### src/logic/spm_pkg.sv
// Constants shared by the serial port: register offsets, field positions,
// reset values, mode codes and clock divider figures.
// Assumes a byte-wide register port with a three-bit word address.
package spm_pkg;

   // ----------------------------------------------------------------------
   // Register map.
   // ----------------------------------------------------------------------
   localparam int          ADDR_W           = 3;
   localparam logic [2:0]  OFF_DATA_BUFFER  = 3'h0;
   localparam logic [2:0]  OFF_CONTROL_ONE  = 3'h1;
   localparam logic [2:0]  OFF_STATUS_WORD  = 3'h2;
   localparam logic [2:0]  OFF_PORT_G_DIR   = 3'h3;
   localparam logic [2:0]  OFF_IRQ_CONTROL  = 3'h4;

   // ----------------------------------------------------------------------
   // Field positions.
   // ----------------------------------------------------------------------
   localparam int CTL_WRITE_COLLISION_FLAG    = 7;   // Write collision flag.
   localparam int CTL_EN      = 5;   // Port enable bit.
   localparam int CTL_CKP     = 4;   // Clock idle polarity.
   localparam int STA_SMP     = 7;   // Sample phase.
   localparam int STA_EDGE    = 6;   // Clock edge select.
   localparam int STA_BF      = 0;   // Buffer full flag.
   localparam int PG_OD       = 7;   // Open drain select.
   localparam int PG_SDO_DIR  = 0;   // Serial out pin direction, 1 is input.
   localparam int IRQ_FLAG    = 0;   // Port irq flag, write one to clear.
   localparam int IRQ_EN      = 1;   // Port irq enable.

   // ----------------------------------------------------------------------
   // Reset values.
   // ----------------------------------------------------------------------
   localparam logic [7:0] CTL_RST = 8'h00;
   localparam logic [1:0] STA_RST = 2'h0;
   localparam logic [7:0] PG_RST  = 8'h7F;
   localparam logic [1:0] IRQ_RST = 2'h0;

   // ----------------------------------------------------------------------
   // Mode field codes.
   // ----------------------------------------------------------------------
   localparam logic [3:0] MODE_DIV4   = 4'h0;
   localparam logic [3:0] MODE_DIV16  = 4'h1;
   localparam logic [3:0] MODE_DIV64  = 4'h2;
   localparam logic [3:0] MODE_TMR2   = 4'h3;
   localparam logic [3:0] MODE_SLV_SS = 4'h4;
   localparam logic [3:0] MODE_SLV    = 4'h5;

   // ----------------------------------------------------------------------
   // Master clock divisors and the half period counts derived from them.
   // ----------------------------------------------------------------------
   localparam int         DIV_A      = 4;
   localparam int         DIV_B      = 16;
   localparam int         DIV_C      = 64;
   localparam logic [5:0] HALF_A     = 6'(DIV_A / 2);
   localparam logic [5:0] HALF_B     = 6'(DIV_B / 2);
   localparam logic [5:0] HALF_C     = 6'(DIV_C / 2);
   localparam logic [4:0] LAST_SLOT  = 5'h10;
   localparam logic [2:0] LAST_BIT   = 3'h7;

   typedef enum logic {SPM_IDLE, SPM_RUN} spm_state_t;

endpackage

### src/logic/spm_port.sv
// Serial port in SPI mode: master with four clock rates or slave on an
// external clock, with a small byte-wide register port.
// Assumes every input is synchronous to clk, including the serial clock pin
// in slave mode, and that the pad logic resolves the wires from the enables.
//
// The register addresses and the plain strobed port were left to the implementer.
`timescale 1ns/1ps
`default_nettype none

// Operation
// - Open drain select: outputs only pull low.
// - Shift on programmed edge, capture on opposite.
// - Master write to buffer starts transfer.
// - Input still sampled when output pin input.
// - Bytes move most significant bit first.
// - Master rate: divide 4, 16, 64, timer.
// - Edge select set: first bit before edge.
// - Slave shifts on external clock, flags eighth.
// - Select mode: transfer and drive only low.
// - Select rising releases output at once.
// - Select high or disable clears bit counter.
// - Output pin input means no transmit.
// - Sleep freezes master transfer, then resumes.
// - Enabled interrupt on completion wakes device.
// - Slave keeps receiving in power modes.
// - Reset disables port and aborts transfer.
// - Standard modes map to polarity, edge.
// - Sample phase picks input sample moment.
// - Buffer write while busy sets collision.
// - Byte received sets full; read clears.
module spm_port (
   // Clock and reset.
   input  wire logic                     clk,
   input  wire logic                     rst_n,
   // Register port.
   input  wire logic [spm_pkg::ADDR_W-1:0] addr,
   input  wire logic [7:0]               wdata,
   input  wire logic                     wr_strobe,
   input  wire logic                     rd_strobe,
   output logic      [7:0]               rdata,
   // Serial pins.
   input  wire logic                     serial_in_pin,
   output logic                          serial_out_pin,
   output logic                          serial_out_pin_oe,
   input  wire logic                     serial_clk_in,
   output logic                          serial_clk_out,
   output logic                          serial_clk_oe,
   input  wire logic                     select_n,
   // System side.
   input  wire logic                     sleep_mode,
   input  wire logic                     timer2_tick,
   output logic                          wake_req
);
   import spm_pkg::*;

   // ----------------------------------------------------------------------
   // Registers.
   // ----------------------------------------------------------------------
   logic [7:0]  data_buffer_reg;
   logic [7:0]  shift_register_reg;
   logic [7:0]  tx_shift_reg;
   logic        out_bit_reg;
   logic        sck_reg;
   logic        sck_prev_reg;
   logic [5:0]  control_one_reg;
   logic        write_collision_flag_reg;
   logic        sample_phase_reg;
   logic        edge_sel_reg;
   logic        buffer_full_flag_reg;
   logic [7:0]  port_g_direction_reg;
   logic        port_irq_flag_reg;
   logic        irq_en_reg;
   spm_state_t  state_reg;
   logic [4:0]  slot_reg;
   logic [5:0]  half_reg;
   logic [2:0]  bcnt_reg;
   logic [7:0]  rdata_reg;
   logic        sdo_reg;
   logic        sdo_oe_reg;
   logic        sck_o_reg;
   logic        sck_oe_reg;
   logic        wake_reg;

   // ----------------------------------------------------------------------
   // Mode decode.
   // ----------------------------------------------------------------------
   function automatic logic [5:0] spm_half_len(input logic [3:0] m);
      logic [5:0] h;
      h = HALF_A;
      if (m == MODE_DIV16) begin
         h = HALF_B;
      end else if (m == MODE_DIV64) begin
         h = HALF_C;
      end
      return h;
   endfunction

   // Configuration fields and the port level decisions drawn from them.
   wire       port_enable_bit = control_one_reg[CTL_EN];
   wire       clock_idle_polarity             = control_one_reg[CTL_CKP];
   wire [3:0] mode_field      = control_one_reg[3:0];
   wire       is_master       = port_enable_bit && (mode_field <= MODE_TMR2);
   wire       is_slave        = port_enable_bit && (mode_field == MODE_SLV_SS || mode_field == MODE_SLV);
   wire       ss_block        = (mode_field == MODE_SLV_SS) && select_n;
   wire       port_reset      = !port_enable_bit || (is_slave && ss_block);
   wire       od              = port_g_direction_reg[PG_OD];
   wire       running         = (state_reg == SPM_RUN);
   wire       busy            = is_master ? running : (bcnt_reg != 3'h0);

   // Register port decode.
   wire buf_wr     = wr_strobe && (addr == OFF_DATA_BUFFER);
   wire buf_rd     = rd_strobe && (addr == OFF_DATA_BUFFER);
   wire ctl_wr     = wr_strobe && (addr == OFF_CONTROL_ONE);
   wire sta_wr     = wr_strobe && (addr == OFF_STATUS_WORD);
   wire pg_wr      = wr_strobe && (addr == OFF_PORT_G_DIR);
   wire irq_wr     = wr_strobe && (addr == OFF_IRQ_CONTROL);
   wire write_collision_flag_set   = buf_wr && busy;
   wire load       = buf_wr && !busy;
   wire start      = load && is_master;

   // ----------------------------------------------------------------------
   // Master edge sequencer: seventeen slots, sixteen of which toggle the
   // clock; the last one ends the byte and, with edge select clear, also takes the late sample.
   // ----------------------------------------------------------------------
   wire [5:0] half_len  = spm_half_len(mode_field);
   wire       rate_hit  = (mode_field == MODE_TMR2) ? timer2_tick : (half_reg == half_len - 6'h01);
   wire       tick      = is_master && running && !sleep_mode && rate_hit;
   wire       last_slot = (slot_reg == LAST_SLOT);
   wire       cap_par   = !edge_sel_reg;
   // Output changes on trailing edges with edge select set, leading otherwise.
   wire       m_change  = tick && (edge_sel_reg ? (slot_reg[0] && slot_reg < 5'h0F)
                                                : (!slot_reg[0] && !last_slot));
   // A late sample phase moves each capture to the end of the bit time.
   wire       m_sample  = tick && (slot_reg[0] == (cap_par ^ sample_phase_reg))
                          && (sample_phase_reg ? (slot_reg != 5'h00) : !last_slot);
   wire       m_done    = tick && last_slot;

   // ----------------------------------------------------------------------
   // Slave edge detection on the externally supplied clock.
   // ----------------------------------------------------------------------
   wire s_go      = is_slave && !ss_block;
   wire s_edge    = (serial_clk_in != sck_prev_reg);
   wire s_lead    = s_edge && (serial_clk_in != clock_idle_polarity);
   wire s_trail   = s_edge && (serial_clk_in == clock_idle_polarity);
   wire s_change  = s_go && (edge_sel_reg ? (s_trail && bcnt_reg != 3'h0) : s_lead);
   wire s_cap     = s_go && (edge_sel_reg ? s_lead : s_trail);
   wire s_done    = s_cap && (bcnt_reg == LAST_BIT);

   // Merged shift events; sampling never looks at the output driver.
   wire       shift_ev = m_change || s_change;
   wire       samp_ev  = m_sample || s_cap;
   wire       done_ev  = m_done || s_done;
   wire [7:0] rx_next  = {shift_register_reg[6:0], serial_in_pin};
   wire [7:0] done_val = samp_ev ? rx_next : shift_register_reg;

   // Pin drive decisions; an output pin set as input never transmits.
   wire sdo_drive = port_enable_bit && !port_g_direction_reg[PG_SDO_DIR] && !ss_block;

   // Read multiplexer; unmapped offsets read as zero.
   wire [7:0] rd_mux =
      (addr == OFF_DATA_BUFFER) ? data_buffer_reg :
      (addr == OFF_CONTROL_ONE) ? {write_collision_flag_reg, 1'b0, control_one_reg} :
      (addr == OFF_STATUS_WORD) ? {sample_phase_reg, edge_sel_reg, 5'h00, buffer_full_flag_reg} :
      (addr == OFF_PORT_G_DIR)  ? port_g_direction_reg :
      (addr == OFF_IRQ_CONTROL) ? {6'h00, irq_en_reg, port_irq_flag_reg} : 8'h00;

   // ----------------------------------------------------------------------
   // Software visible registers. Hardware sets beat software clears.
   // ----------------------------------------------------------------------
   always_ff @(posedge clk or negedge rst_n) begin
      if (!rst_n) begin
         control_one_reg          <= CTL_RST[5:0];
         write_collision_flag_reg <= CTL_RST[CTL_WRITE_COLLISION_FLAG];
         {sample_phase_reg, edge_sel_reg} <= STA_RST;
         port_g_direction_reg     <= PG_RST;
         {irq_en_reg, port_irq_flag_reg} <= IRQ_RST;
      end else begin
         if (ctl_wr) begin
            control_one_reg <= wdata[5:0];
         end
         if (sta_wr) begin
            sample_phase_reg <= wdata[STA_SMP];
            edge_sel_reg     <= wdata[STA_EDGE];
         end
         if (pg_wr) begin
            port_g_direction_reg <= wdata;
         end
         if (irq_wr) begin
            irq_en_reg <= wdata[IRQ_EN];
         end
         write_collision_flag_reg <= write_collision_flag_set || (write_collision_flag_reg && !(ctl_wr && !wdata[CTL_WRITE_COLLISION_FLAG]));
         port_irq_flag_reg <= done_ev || (port_irq_flag_reg && !(irq_wr && wdata[IRQ_FLAG]));
      end
   end

   // Received byte handling and the full flag.
   always_ff @(posedge clk or negedge rst_n) begin
      if (!rst_n) begin
         data_buffer_reg      <= 8'h00;
         shift_register_reg   <= 8'h00;
         buffer_full_flag_reg <= 1'b0;
      end else begin
         if (samp_ev) begin
            shift_register_reg <= rx_next;
         end
         if (done_ev) begin
            data_buffer_reg <= done_val;
         end
         buffer_full_flag_reg <= done_ev || (buffer_full_flag_reg && !buf_rd);
      end
   end

   // Transmit side: with edge select set the first bit is put out at load.
   always_ff @(posedge clk or negedge rst_n) begin
      if (!rst_n) begin
         tx_shift_reg <= 8'h00;
         out_bit_reg  <= 1'b0;
      end else if (load) begin
         tx_shift_reg <= edge_sel_reg ? {wdata[6:0], 1'b0} : wdata;
         out_bit_reg  <= edge_sel_reg ? wdata[7] : out_bit_reg;
      end else if (shift_ev) begin
         out_bit_reg  <= tx_shift_reg[7];
         tx_shift_reg <= {tx_shift_reg[6:0], 1'b0};
      end
   end

   // Master sequencer; the clock sits at the idle level outside a byte.
   always_ff @(posedge clk or negedge rst_n) begin
      if (!rst_n) begin
         state_reg <= SPM_IDLE;
         slot_reg  <= 5'h00;
         half_reg  <= 6'h00;
         sck_reg   <= 1'b0;
      end else if (port_reset || !is_master || (running && m_done)) begin
         state_reg <= SPM_IDLE;
         slot_reg  <= 5'h00;
         half_reg  <= 6'h00;
         sck_reg   <= clock_idle_polarity;
      end else if (!running) begin
         state_reg <= start ? SPM_RUN : SPM_IDLE;
         sck_reg   <= clock_idle_polarity;
      end else if (!sleep_mode) begin
         half_reg <= tick ? 6'h00 : half_reg + 6'h01;
         if (tick) begin
            slot_reg <= slot_reg + 5'h01;
            sck_reg  <= !sck_reg;
         end
      end
   end

   // Slave bit counter, cleared whenever the port resets.
   always_ff @(posedge clk or negedge rst_n) begin
      if (!rst_n) begin
         bcnt_reg     <= 3'h0;
         sck_prev_reg <= 1'b0;
      end else begin
         sck_prev_reg <= serial_clk_in;
         if (port_reset || !is_slave) begin
            bcnt_reg <= 3'h0;
         end else if (s_cap) begin
            bcnt_reg <= bcnt_reg + 3'h1;
         end
      end
   end

   // Output flip-flops for pins, read data and wake request.
   always_ff @(posedge clk or negedge rst_n) begin
      if (!rst_n) begin
         rdata_reg  <= 8'h00;
         sdo_reg    <= 1'b0;
         sdo_oe_reg <= 1'b0;
         sck_o_reg  <= 1'b0;
         sck_oe_reg <= 1'b0;
         wake_reg   <= 1'b0;
      end else begin
         rdata_reg  <= rd_strobe ? rd_mux : 8'h00;
         sdo_reg    <= od ? 1'b0 : out_bit_reg;
         sdo_oe_reg <= sdo_drive && (od ? !out_bit_reg : 1'b1);
         sck_o_reg  <= od ? 1'b0 : sck_reg;
         sck_oe_reg <= is_master && (od ? !sck_reg : 1'b1);
         wake_reg   <= port_irq_flag_reg && irq_en_reg;
      end
   end

   assign rdata             = rdata_reg;
   assign serial_out_pin    = sdo_reg;
   assign serial_out_pin_oe = sdo_oe_reg;
   assign serial_clk_out    = sck_o_reg;
   assign serial_clk_oe     = sck_oe_reg;
   assign wake_req          = wake_reg;

   // ----------------------------------------------------------------------
   // Checks.
   // ----------------------------------------------------------------------
   property p_start_runs;
      @(posedge clk) disable iff (!rst_n) start |=> running;
   endproperty
   a_start_runs: assert property (p_start_runs) else $error("Master write did not start a byte.");

   property p_first_bit;
      @(posedge clk) disable iff (!rst_n) (load && edge_sel_reg) |=> out_bit_reg == $past(wdata[7]);
   endproperty
   a_first_bit: assert property (p_first_bit) else $error("First bit not presented at load.");

   property p_collision;
      @(posedge clk) disable iff (!rst_n)
         (buf_wr && busy && !shift_ev) |=> write_collision_flag_reg && $stable(tx_shift_reg);
   endproperty
   a_collision: assert property (p_collision) else $error("Busy write not flagged or not discarded.");

   property p_full_flag;
      @(posedge clk) disable iff (!rst_n) done_ev |=> buffer_full_flag_reg && port_irq_flag_reg;
   endproperty
   a_full_flag: assert property (p_full_flag) else $error("Completed byte did not set the flags.");

   property p_idle_clock;
      @(posedge clk) disable iff (!rst_n)
         (is_master && !running && $past(!running) && $stable(clock_idle_polarity)) |-> sck_reg == clock_idle_polarity;
   endproperty
   a_idle_clock: assert property (p_idle_clock) else $error("Master clock not at idle level.");

   property p_open_drain;
      @(posedge clk) disable iff (!rst_n) $past(od) |-> !(serial_out_pin_oe && serial_out_pin) && !(serial_clk_oe && serial_clk_out);
   endproperty
   a_open_drain: assert property (p_open_drain) else $error("Open drain pin driven high.");

   property p_select_release;
      @(posedge clk) disable iff (!rst_n) (port_enable_bit && ss_block) |=> !serial_out_pin_oe;
   endproperty
   a_select_release: assert property (p_select_release) else $error("Output still driven after select rose.");

   property p_select_reset;
      @(posedge clk) disable iff (!rst_n) port_reset |=> bcnt_reg == 3'h0 && !running;
   endproperty
   a_select_reset: assert property (p_select_reset) else $error("Port reset left the counter running.");

   property p_sleep_freeze;
      @(posedge clk) disable iff (!rst_n) (running && sleep_mode && !port_reset && is_master) |=> $stable(slot_reg) && $stable(sck_reg);
   endproperty
   a_sleep_freeze: assert property (p_sleep_freeze) else $error("Transfer moved during sleep.");

   property p_wake;
      @(posedge clk) disable iff (!rst_n) (done_ev && irq_en_reg && !irq_wr) |=> ##1 wake_req;
   endproperty
   a_wake: assert property (p_wake) else $error("Completion did not raise wake.");

endmodule

`default_nettype wire

### config.mk
export PLATFORM = sky130hd
export DESIGN_NAME = spm_port
export DESIGN_NICKNAME = d
export VERILOG_FILES = /design/src/logic/spm_pkg.sv /design/src/logic/spm_port.sv
export SDC_FILE = /design/constraint.sdc
export NUM_CORES = 1
export LEC_CHECK = 0
export BUFFER_PORTS_ARGS = -buffer_cell sky130_fd_sc_hd__buf_2
export CORE_ASPECT_RATIO = 0.6
export CORE_MARGIN = 5
export CORE_UTILIZATION = 45
export DETAILED_ROUTE_END_ITERATION = 12
export PLACE_DENSITY_LB_ADDON = 0.05
export SLEW_MARGIN = 10
export SYNTH_ARGS = -nofsm -noshare
export SYNTH_HDL_FRONTEND = slang
export SYNTH_SLANG_ARGS = --single-unit
### constraint.sdc
create_clock -name clk -period 2.8 [get_ports clk]
set_input_delay 0.42 -clock clk [delete_from_list [all_inputs] [get_ports clk]]
set_output_delay 0.42 -clock clk [all_outputs]
set_load 0.05 [all_outputs]
==> flow_summary.json <==
{
  "detail-route-antenna-nets": 0,
  "period_minus_slack_ns": 2.38,
  "ys_ff_latch": 75,
  "track_usage_pct": 19.9,
  "ioPinCount": 33,
  "num_vias": 2982,
  "grt_pass1_vias": 2927,
  "syn-num-nets": 398,
  "tightest_slew_ns": 0.966,
  "numCtsBuffers": 9,
  "hold_viol_final": 0,
  "core_um2": 8430,
  "drv_cap": 0,
  "async_flop_share_pct": 100,
  "finClkSkew_ns": 0.00601,
  "cts_hold_buf": 0,
  "yosys_warnings": 0,
  "cp_data_required_time_ns": 3.00,
  "power.density_nw_per_um2": 710,
  "min_path_type": "in -> async",
  "die_h_um": 81.5,
  "fin_nets": 429,
  "critPathCaptureType": "flip-flop",
  "cts_tree": "done",
  "ir_worst_vdd_mv": 0.333,
  "layout_common_cells": "dfrtp_1, nand2_1, buf_2, nor2_1, o21ai_0",
  "yosys.area.top_type_share_pct": 44.3,
  "ys_seq_area_share_pct": 49.1,
  "drv_slew": 0,
  "rows": 26,
  "grt.overflow.total": 0,
  "final_common_cell": "dfrtp_1",
  "max_freq_mhz": 420,
  "viasPerCell": 5.73,
  "relSlewSlack_pct": 35.6,
  "io_buffers": 32,
  "die_area_um2": 10500,
  "grt_max_degree": 76,
  "syn_inst": 372,
  "dp_hpwl_um": 7050,
  "worstPathArrival_ns": 2.58,
  "clk_path_buf_depth": 2,
  "final_layout_size_suffix_gt1_share_pct": 22.1,
  "syn_avg_cell_area_um2": 10.3,
  "ys_types": 61,
  "worst-path-max-fanout": 17,
  "areaGrowthSynthToFinish_pct": 14.5,
  "drt-total-wl_um": 9720,
  "wl_per_cell_um": 18.7,
  "cts_root_buffer": "clkbuf_16",
  "fin_ws_ns": 0.422,
  "fin_crit_sh_pct": 84.9,
  "yosys_most_used_dff": "dfrtp_1",
  "fill_cells": 762,
  "synth_top_cell_by_area": "dfrtp_1",
  "antenna_cells": 0,
  "antenna_found_initial": 0,
  "setup_violations": 0,
  "drt-initial-drc-count": 276,
  "synth_edf_count": 0,
  "grt_first_pass_wirelength_um": 16000,
  "critPathLaunchType": "flip-flop",
  "cts_setup_buffers": 0,
  "clk_pin_slew_ns": 0.06,
  "cts_sinks": 75,
  "rsz0062_at_grt": "no",
  "start_util_pct": 45.6,
  "die_x_um": 129,
  "synthTopCellsByArea": "dfrtp_1, dfstp_2, mux2_2, mux2i_1, nand2_1",
  "drcViolationCount": 0,
  "cts-htree-levels": 3,
  "gp_congestion": 0.847,
  "cts_resized": 0,
  "syn_area_um2": 3840,
  "drtPass1Iterations": 5,
  "status": "finished, final reports clean",
  "clk-insertion-delay-late_ns": 0.34,
  "criticalPathCategory": "reg -> reg",
  "leakage_nw": 2.03,
  "dp_slack_ns": 0.499,
  "fin_tns_setup_ns": 0
}
metrics by stage:
step | std cells | instance area (um^2) | power (W) | hold WS, ns | util, %
after floorplan | 372 | 3840 | 0.00174 | 0.124 | -
after global placement | 504 | 4090 | 0.00191 | 0.470 | 48.5
after detailed placement | 504 | 4090 | 0.00191 | 0.472 | 48.5
after CTS | 520 | 4400 | 0.00314 | 0.214 | 52.2
after global routing | 520 | 4400 | 0.00325 | 0.222 | 52.2
final | 520 | 4400 | 0.00312 | 0.200 | 52.2
final timing paths:
| kind | start | end | slack (ns) | cells past startpoint |
|---|---|---|---|---|
| worst max register to register | control_one_reg[4] | data_buffer_reg[1] | 0.42 | 6 |
| max in group asynchronous | rst_n | rdata[4] | 1.94 | 1 |
| worst max-delay path | control_one_reg[4] | data_buffer_reg[1] | 0.42 | 6 |
| worst min register to register | buffer_full_flag_reg | buffer_full_flag_reg | 0.49 | 1 |
| worst min-delay path | rst_n | tx_shift_reg[4] | 0.20 | 1 |
| min in group clk | serial_clk_in | sck_prev_reg | 0.22 | 1 |
Yosys cell counts, drive strengths merged (3+ instances only):
cell and number:
a21oi 12, a22oi 8, a31oi 16, and3 6
buf 11, clkbuf 9, dfrtp 68, dfstp 7
ha 6, inv 8, mux2 17, mux2i 17
nand2 39, nand2b 7, nand3 11, nand3b 8
nand4 4, nor2 28, nor2b 5, nor3 10
nor3b 3, o211ai 5, o21ai 23, o221ai 7
or3 3, xnor2 5
layout make-up:
class / count / area (um^2) / area share, %
clock buffer: 11 / 233 / 5.29
clock inverter: 5 / 77.6 / 1.76
inverter: 8 / 30.0 / 0.683
multi-input combinational: 269 / 1810 / 41.1
sequential: 75 / 1890 / 42.9
tap: 112 / 140 / 3.19
timing repair buffer: 40 / 223 / 5.07
power breakdown:
group	switching [W]	total (W)	internal [W]
Sequential	0.000121	0.00137	0.00125
Combinational	0.000308	0.000532	0.000224
Clock	0.000447	0.00122	0.000777
Total	0.000876	0.00312	0.00225
metal layers:
| metal | global-route usage [%] | part of all wire (%) | routed length [um] |
|---|---|---|---|
| met1 | 30.8 | 53 | 5160 |
| met2 | 26.8 | 40 | 3920 |
| met3 | 5.13 | 5.1 | 500 |
| met4 | 6.29 | 1.5 | 144 |
| met5 | 0 | 0 | 0 |
critical path: stages, from the launching register on:
cell and delay (ns):
dfrtp_1 0.56, xnor2_2 0.16, mux2i_1 0.42, and2b_4 0.33
and2_4 0.24, or2_1 0.36, a31oi_1 0.16
cells by family after synthesis:
kind of cell / synth area share, %
simple gates: 17.5
compound gates: 16.3
flops: 49.1
mux: 9.52
buf+inv: 3.78
xor+xnor: 1.79
fa+ha+maj: 1.96
No activity file was read; power rests on OpenSTA's default activity.
